`config.mk`:
```
export PLATFORM = sky130hd
export DESIGN_NAME = oec_regs
export DESIGN_NICKNAME = d
export VERILOG_FILES = /design/src/include/oec_pkg.sv /design/src/logic/oec_regs.sv
export VERILOG_INCLUDE_DIRS = /design/src /design/src/include
export SDC_FILE = /design/constraint.sdc
export NUM_CORES = 1
export LEC_CHECK = 0
export BUFFER_PORTS_ARGS = -buffer_cell sky130_fd_sc_hd__buf_2
export CORE_UTILIZATION = 46
export DETAILED_ROUTE_END_ITERATION = 16
export PLACE_DENSITY = 0.67
export SLEW_MARGIN = 20
export SYNTH_ARGS = -nofsm -noshare
export SYNTH_HDL_FRONTEND = slang
export SYNTH_SLANG_ARGS = --single-unit
```
`constraint.sdc`:
```
create_clock -name clk_in -period 2.85 [get_ports clk_in]
set_input_delay 0.1425 -clock clk_in [delete_from_list [all_inputs] [get_ports clk_in]]
set_output_delay 0.1425 -clock clk_in [all_outputs]
set_load 0.02 [all_outputs]
```
`src/include/oec_cfg.svh`:
```
// Constants for the OTG event and carkit register block.
// Assumes inclusion by bare name from the package and design file.
`ifndef OEC_CFG_SVH
`define OEC_CFG_SVH
`define OEC_ADDR_W 6
`define OEC_RISE_BASE 6'h0D
`define OEC_FALL_BASE 6'h10
`define OEC_LIVE_ADDR 6'h13
`define OEC_LATCH_ADDR 6'h14
`define OEC_DEBUG_ADDR 6'h15
`define OEC_SCRATCH_BASE 6'h16
`define OEC_KIT_BASE 6'h19
`define OEC_OFS_SET 6'h01
`define OEC_OFS_CLR 6'h02
`define OEC_EVT_W 5
`define OEC_ENABLE_RST 5'h1F
`define OEC_SCRATCH_RST 8'h00
`define OEC_KIT_RST 6'h00
`define OEC_KIT_W 6
`define OEC_HD_BIT 0
`endif

```
`src/include/oec_pkg.sv`:
```
// Types for the OTG event and carkit register block.
// Assumes oec_cfg.svh is on the include path.
`include "oec_cfg.svh"
package oec_pkg;
   // Monitored comparator levels, bit 4 first
   typedef struct packed {
      logic ident_pin_low;
      logic session_ended;
      logic session_present;
      logic bus_power_good;
      logic host_detach;
   } oec_mon_t;
   // Carkit switch fields, bits 6 to 1 of the control byte
   typedef struct packed {
      logic mic_route;
      logic right_audio_route;
      logic left_audio_route;
      logic uart_rx_route;
      logic uart_tx_route;
      logic ident_pull_low_drive;
   } oec_kit_t;
   typedef enum logic [1:0] {
      OEC_WR_PLAIN,
      OEC_WR_SET,
      OEC_WR_CLEAR,
      OEC_WR_NONE
   } oec_wr_t;
endpackage

```
`src/logic/oec_regs.sv`:
```
// OTG event registers, scratch byte and carkit switch control.
// Assumes register accesses from the link logic on clk_in; comparators
// and line state come from the analog side and are synchronised here.
`timescale 1ns/10ps
`default_nettype none
`include "oec_cfg.svh"

module oec_regs (
   input wire logic clk_in,
   input wire logic nrst_in,
   input wire logic [`OEC_ADDR_W-1:0] reg_addr_in,
   input wire logic reg_wr_in,
   input wire logic reg_rd_in,
   input wire logic [7:0] reg_wdata_in,
   output logic [7:0] reg_rdata_out,
   input wire logic [4:0] mon_in,
   input wire logic [1:0] line_level_in,
   input wire logic host_mode_in,
   input wire logic kit_mode_set_in,
   input wire logic kit_mode_exit_in,
   input wire logic uart_tx_data_in,
   input wire logic uart_rx_line_in,
   output logic kit_interface_mode_out,
   output logic uart_rx_data_out,
   output logic dm_tx_switch_out,
   output logic dp_rx_switch_out,
   output logic ident_pull_low_drive_out,
   output logic left_audio_pin_switch_out,
   output logic right_mic_pin_switch_out,
   output logic left_audio_uart_out,
   output logic right_mic_uart_out,
   output logic se_rx_disable_out,
   output logic event_pending_out
);

   // ******************************
   // Decode
   // ******************************
   function automatic oec_pkg::oec_wr_t wr_kind(input logic [`OEC_ADDR_W-1:0] a,
                                                input logic [`OEC_ADDR_W-1:0] base);
      if (a == base)
         return oec_pkg::OEC_WR_PLAIN;
      else if (a == base + `OEC_OFS_SET)
         return oec_pkg::OEC_WR_SET;
      else if (a == base + `OEC_OFS_CLR)
         return oec_pkg::OEC_WR_CLEAR;
      return oec_pkg::OEC_WR_NONE;
   endfunction

   function automatic logic [7:0] wr_apply(input oec_pkg::oec_wr_t k, input logic [7:0] cur,
                                           input logic [7:0] wd);
      unique case (k)
         oec_pkg::OEC_WR_PLAIN: return wd;
         oec_pkg::OEC_WR_SET: return cur | wd;
         oec_pkg::OEC_WR_CLEAR: return cur & ~wd;
         oec_pkg::OEC_WR_NONE: return cur;
      endcase
   endfunction

   oec_pkg::oec_wr_t rise_k, fall_k, scr_k, kit_k;
   assign rise_k = wr_kind(reg_addr_in, `OEC_RISE_BASE);
   assign fall_k = wr_kind(reg_addr_in, `OEC_FALL_BASE);
   assign scr_k = wr_kind(reg_addr_in, `OEC_SCRATCH_BASE);
   assign kit_k = wr_kind(reg_addr_in, `OEC_KIT_BASE);

   // ******************************
   // Input synchronisers
   // ******************************
   logic [4:0] mon_s1_q, mon_s2_q, mon_prev_q;
   logic [1:0] line_s1_q, line_s2_q;
   logic host_s1_q, host_s2_q, rxl_s1_q, rxl_s2_q;

   always_ff @(posedge clk_in or negedge nrst_in) begin
      if (!nrst_in) begin
         mon_s1_q <= 5'h00;
         mon_s2_q <= 5'h00;
         line_s1_q <= 2'h0;
         line_s2_q <= 2'h0;
         host_s1_q <= 1'b0;
         host_s2_q <= 1'b0;
         rxl_s1_q <= 1'b0;
         rxl_s2_q <= 1'b0;
      end else begin
         mon_s1_q <= mon_in;
         mon_s2_q <= mon_s1_q;
         line_s1_q <= line_level_in;
         line_s2_q <= line_s1_q;
         host_s1_q <= host_mode_in;
         host_s2_q <= host_s1_q;
         rxl_s1_q <= uart_rx_line_in;
         rxl_s2_q <= rxl_s1_q;
      end
   end

   // Synchroniser resets to zero, not to the pin level: edges held off
   // until the third edge after release, so a standing level is no edge
   logic [1:0] warm_q;
   logic prev_ok_q;
   always_ff @(posedge clk_in or negedge nrst_in) begin
      if (!nrst_in) begin
         warm_q <= 2'h0;
         prev_ok_q <= 1'b0;
         mon_prev_q <= 5'h00;
      end else begin
         warm_q <= {warm_q[0], 1'b1};
         prev_ok_q <= warm_q[1];
         mon_prev_q <= mon_s2_q;
      end
   end

   // ******************************
   // Event enables and latch
   // ******************************
   logic [4:0] rise_en_q, fall_en_q, latch_q, live, edges;
   oec_pkg::oec_mon_t mon_view;

   always_ff @(posedge clk_in or negedge nrst_in) begin
      if (!nrst_in) begin
         rise_en_q <= `OEC_ENABLE_RST;
         fall_en_q <= `OEC_ENABLE_RST;
      end else if (reg_wr_in) begin
         rise_en_q <= 5'(wr_apply(rise_k, {3'h0, rise_en_q}, reg_wdata_in));
         fall_en_q <= 5'(wr_apply(fall_k, {3'h0, fall_en_q}, reg_wdata_in));
      end
   end

   // Detach only meaningful as host, so it is masked to zero otherwise
   always_comb begin
      mon_view = oec_pkg::oec_mon_t'(mon_s2_q);
      mon_view.host_detach = mon_s2_q[`OEC_HD_BIT] & host_s2_q;
   end
   assign live = 5'(mon_view);

   logic [4:0] prev_view;
   assign prev_view = {mon_prev_q[4:1], mon_prev_q[`OEC_HD_BIT] & host_s2_q};
   assign edges = prev_ok_q ?
      ((live & ~prev_view & rise_en_q) | (~live & prev_view & fall_en_q)) : 5'h00;

   logic latch_rd;
   assign latch_rd = reg_rd_in && (reg_addr_in == `OEC_LATCH_ADDR);

   // New edge wins over the clearing read
   always_ff @(posedge clk_in or negedge nrst_in) begin
      if (!nrst_in)
         latch_q <= 5'h00;
      else if (latch_rd)
         latch_q <= edges;
      else
         latch_q <= latch_q | edges;
   end

   assign event_pending_out = |latch_q;

   // ******************************
   // Scratch and carkit control
   // ******************************
   logic [7:0] scratch_q;
   oec_pkg::oec_kit_t kit_q;
   logic kit_mode_q;

   always_ff @(posedge clk_in or negedge nrst_in) begin
      if (!nrst_in)
         scratch_q <= `OEC_SCRATCH_RST;
      else if (reg_wr_in)
         scratch_q <= wr_apply(scr_k, scratch_q, reg_wdata_in);
   end

   // Bit 0 and bit 7 are not stored
   always_ff @(posedge clk_in or negedge nrst_in) begin
      if (!nrst_in)
         kit_q <= oec_pkg::oec_kit_t'(`OEC_KIT_RST);
      else if (reg_wr_in)
         kit_q <= oec_pkg::oec_kit_t'(6'(wr_apply(kit_k, {1'b0, kit_q, 1'b0},
                                                   reg_wdata_in) >> 1));
   end

   // Link sets it through its own register path; exit clears it here
   always_ff @(posedge clk_in or negedge nrst_in) begin
      if (!nrst_in)
         kit_mode_q <= 1'b0;
      else if (kit_mode_exit_in)
         kit_mode_q <= 1'b0;
      else if (kit_mode_set_in)
         kit_mode_q <= 1'b1;
   end

   // ******************************
   // Switch outputs
   // ******************************
   logic rx_route_q, audio_any;
   assign audio_any = kit_q.left_audio_route | kit_q.right_audio_route | kit_q.mic_route;

   always_ff @(posedge clk_in or negedge nrst_in) begin
      if (!nrst_in) begin
         ident_pull_low_drive_out <= 1'b0;
         dm_tx_switch_out <= 1'b0;
         dp_rx_switch_out <= 1'b0;
         left_audio_pin_switch_out <= 1'b0;
         right_mic_pin_switch_out <= 1'b0;
         se_rx_disable_out <= 1'b0;
         left_audio_uart_out <= 1'b0;
         right_mic_uart_out <= 1'b0;
         rx_route_q <= 1'b0;
      end else begin
         ident_pull_low_drive_out <= kit_q.ident_pull_low_drive;
         dm_tx_switch_out <= kit_q.uart_tx_route;
         dp_rx_switch_out <= kit_q.uart_rx_route;
         left_audio_pin_switch_out <= kit_q.left_audio_route;
         right_mic_pin_switch_out <= kit_q.right_audio_route | kit_q.mic_route;
         se_rx_disable_out <= audio_any;
         left_audio_uart_out <= kit_mode_q & kit_q.left_audio_route &
                                kit_q.uart_tx_route & uart_tx_data_in;
         right_mic_uart_out <= kit_mode_q & (kit_q.right_audio_route | kit_q.mic_route) &
                               kit_q.uart_rx_route & rxl_s2_q;
         rx_route_q <= kit_q.uart_rx_route;
      end
   end

   // Receive data idles high so the link UART sees a stop level
   always_ff @(posedge clk_in or negedge nrst_in) begin
      if (!nrst_in)
         uart_rx_data_out <= 1'b1;
      else
         uart_rx_data_out <= kit_q.uart_rx_route ? rxl_s2_q : 1'b1;
   end

   assign kit_interface_mode_out = kit_mode_q;

   // ******************************
   // Read data
   // ******************************
   always_ff @(posedge clk_in or negedge nrst_in) begin
      if (!nrst_in)
         reg_rdata_out <= 8'h00;
      else if (reg_rd_in) begin
         if (rise_k != oec_pkg::OEC_WR_NONE)
            reg_rdata_out <= {3'h0, rise_en_q};
         else if (fall_k != oec_pkg::OEC_WR_NONE)
            reg_rdata_out <= {3'h0, fall_en_q};
         else if (reg_addr_in == `OEC_LIVE_ADDR)
            reg_rdata_out <= {3'h0, live};
         else if (latch_rd)
            reg_rdata_out <= {3'h0, latch_q};
         else if (reg_addr_in == `OEC_DEBUG_ADDR)
            reg_rdata_out <= {6'h00, line_s2_q};
         else if (scr_k != oec_pkg::OEC_WR_NONE)
            reg_rdata_out <= scratch_q;
         else if (kit_k != oec_pkg::OEC_WR_NONE)
            reg_rdata_out <= {1'b0, kit_q, 1'b0};
         else
            reg_rdata_out <= 8'h00;
      end
   end
endmodule
`default_nettype wire

```
==> impl_metrics.csv <==
group,metric,value,unit
outcome,outcome,"completed",
logic_synthesis,postSynthCellCount,285,
routing,wire_per_inst,18.2,um
worst_hold_path,min_to,"kit_interface_mode_out",
logic_synthesis,synth_area_per_cell,11.3,um^2
cts,cts_tree,"done",
cts,clock_path_buffers,2,
routing,viasPerCell,5.98,
cts,cts_buffers,9,
logic_synthesis,synth_enable_flop_cells,0,
flow_run,maxCapViolCount,0,
timing,fmax,0.722,GHz
cts,clock_latency,0.36,ns
global_routing,gr-total-overflow,0,
die,pin_count,49,
routing,drc,0,
setup_path,crit_path_max_fanout,22,
place,gp_congestion,0.985,
logic_synthesis,synth_nets,315,
finish,drive_above_1_share,26.0,%
finish,final_area,3820,um^2
cts,post_cts_resized,0,
routing,drt-pass1-iter-count,6,
worst_hold_path,min_path_cells,3,
die,die_x,85.5,um
cts,clock-sinks,73,
setup_path,cp-end-kind,"flop",
timing,slew_viol_final,0,
timing,finClkSkew,0.0101,ns
setup_path,path_class,"in2reg",
global_routing,grt_max_degree,44,
logic_synthesis,ys_seq_elements,73,
place,dp_hpwl,5420,um
routing,drtAntennaViolNets,0,
power,vdd_drop_max,473,uV
place,dp_slack,1.15,ns
timing,finalSetupViolCount,0,
routing,vias,2548,
setup_path,cp.required,3.08,ns
setup_path,cp-start-kind,"primary input",
place,dpl_cell_area,3480,um^2
logic_synthesis,async_flop_share,100,%
power,p_leak,0.00163,uW
timing,period_share,48.6,%
setup_path,reg2reg_slack,1.56,ns
worst_hold_path,worstHoldStart,"kit_mode_set_in",
logic_synthesis,yosysWarnings,0,
die,rows,30,
logic_synthesis,ys_types,53,
timing,max_slew_margin,42.0,%
die,start_util,47.5,%
logic_synthesis,syn-cell-area,3210,um^2
finish,n_antenna_cell,0,
logic_synthesis,seq_area_frac_synth,57.4,%
die,die_y,85.5,um
global_routing,grt_pass1_wl,12300,um
global_routing,globalRouteTotalUtil,22.5,%
setup_path,worstRegToRegCells,4,
timing,whs,0.0131,ns
routing,drt_iter0_markers,294,
timing,hold_viol,0,
timing,setup_ws,1.46,ns
setup_path,timing.rr.end,"reg_rdata_out[3]",
logic_synthesis,synthFlopType,"dfrtp_1",
die,dieArea,7310,um^2
cts,htreeDepth,3,
setup_path,arrival,1.62,ns
global_routing,antenna_found_initial,0,
place,io_buffers,48,
worst_hold_path,holdCritPathClass,"in2reg",
power,p_total,2620,uW
power,power.density,686,nW/um^2
finish,syn_to_final_growth,19.1,%
finish,finalNetCount,371,
cts,root_buffer,"clkbuf_8",
setup_path,rr_startpoint,"fall_en_q[3]",
global_routing,grt_pass1_vias,2301,
die,core_area,6760,um^2
timing,worstMarginPinSlew,0.858,ns
timing,rsz0062_at_grt,"no",
routing,routed_wl,7770,um
timing,fin_tns_setup,0,ns
setup_path,critPathLaunch,"reg_addr_in[1]",
timing,timing.final.crit_period,1.39,ns
cts,clkTransAtPathRegs,0.07,ns
==> kinds of logic (layout without fill, tap and decap cells) <==
logic type / count (synthesis) / after routing / share of synthesized area [%]
AO/OA/AOI/OAI: 88 / 88 / 19.9
XOR/XNOR: 6 / 6 / 1.64
buffers and inverters: 30 / 91 / 4.37
flip-flops: 73 / 73 / 57.4
multiplexers: 2 / 2 / 0.702
other: 1 / 1 / 0.117
AND/OR/NAND/NOR: 85 / 85 / 15.9
==> how the worst max path moves through the flow <==
stage                     cells past startpoint           endpoint
after floorplan                               6       fall_en_q[3]
after global placement                        5   reg_rdata_out[5]
after detailed placement                      5       scratch_q[0]
after CTS                                     3  event_pending_out
after global routing                          5       scratch_q[6]
final                                         5       scratch_q[0]
==> cell usage in the layout, fill, tap and decap left out, types with 2 or more instances in the layout <==
cell / count
mux2_2: 2
nand3_1: 13
xnor2_1: 6
a22o_1: 14
nor2b_1: 3
o2bb2ai_1: 3
and2_1: 2
clkbuf_8: 9
a221oi_1: 4
dfrtp_1: 62
o311ai_0: 8
or2_2: 3
inv_1: 14
dlygate4sd3_1: 11
and4bb_2: 2
nand3b_1: 6
nor4b_1: 2
nor3_1: 2
a21oi_1: 10
a22oi_1: 4
buf_2: 48
dfstp_2: 11
bufinv_16: 2
and3_1: 4
o21ai_1: 5
nand2_1: 24
and4_1: 2
a21bo_2: 2
nand2b_1: 3
clkinv_4: 4
o21ai_0: 7
nor2_1: 9
o211ai_1: 7
o22ai_1: 3
a31oi_1: 11
o221ai_1: 3
nand4bb_1: 2
==> layout make-up <==
class,count,area [um^2]
Clock buffer,9,124
Sequential cell,73,1840
Multi-Input combinational cell,182,1230
Tap cell,80,100
Clock inverter,7,104
Inverter,15,56.3
Timing Repair Buffer,60,370
Fill cell,586,2930
==> power by group <==
part	switching [uW]	leakage, uW	internal, uW
clock network	411	0.000114	501
logic	208	0.000644	171
registers	124	0.000868	1210
==> layer usage <==
layer	wire length [um]	GRT usage, %
met1	3590	33.4
met2	3350	32.1
met3	659	5.77
met5	0	0
met4	171	8.03
==> Yosys cell counts (3+ instances only) <==
library cell / number / share of area [%]
xnor2_1: 6 / 1.6
a22oi_1: 4 / 0.94
a221oi_1: 4 / 1.1
nand2_1: 24 / 2.8
o22ai_1: 3 / 0.59
a31oi_1: 11 / 2.1
nand3_1: 13 / 2.0
buf_1: 5 / 0.59
nor2b_1: 3 / 0.59
buf_6: 3 / 1.1
clkbuf_1: 3 / 0.35
o211ai_1: 7 / 1.6
inv_1: 14 / 1.6
nor2_1: 9 / 1.1
o21ai_0: 7 / 1.1
o221ai_1: 3 / 0.82
buf_2: 4 / 0.62
o21ai_1: 5 / 0.78
dfrtp_1: 62 / 48
a21oi_1: 10 / 1.6
nand3b_1: 6 / 1.4
o311ai_0: 8 / 2.2
or2_2: 3 / 0.59
and3_1: 4 / 0.78
o2bb2ai_1: 3 / 0.82
nand2b_1: 3 / 0.59
dfstp_2: 11 / 9.0
a22o_1: 14 / 3.8
==> worst max-delay path, stage by stage <==
cell and delay, ns:
buf_2 0.38, nor4b_1 0.14, o211ai_1 0.66, nand3_1 0.15, o311ai_0 0.14
==> repair_timing <==
item                                   CTS  global route
endpoints found under the hold margin   38             0
setup endpoints to repair                0             0
hold buffers                            11             0
setup buffers                            0             0
==> registers in the layout (all words and copies together) (netlist names), 5 cells and up <==
register	count
mon_s2_q	5
kit_q	6
reg_rdata_out	8
latch_q	5
rise_en_q	5
scratch_q	8
mon_s1_q	5
mon_prev_q	5
fall_en_q	5
==> per-stage QoR <==
stage | std cells | utilization (%)
floorplan | 285 | -
detailed placement | 399 | 51.6
finish | 426 | 56.6
CTS | 426 | 56.6
global placement | 399 | 51.6
global route | 426 | 56.6
Power figures use the tool's default switching activity.
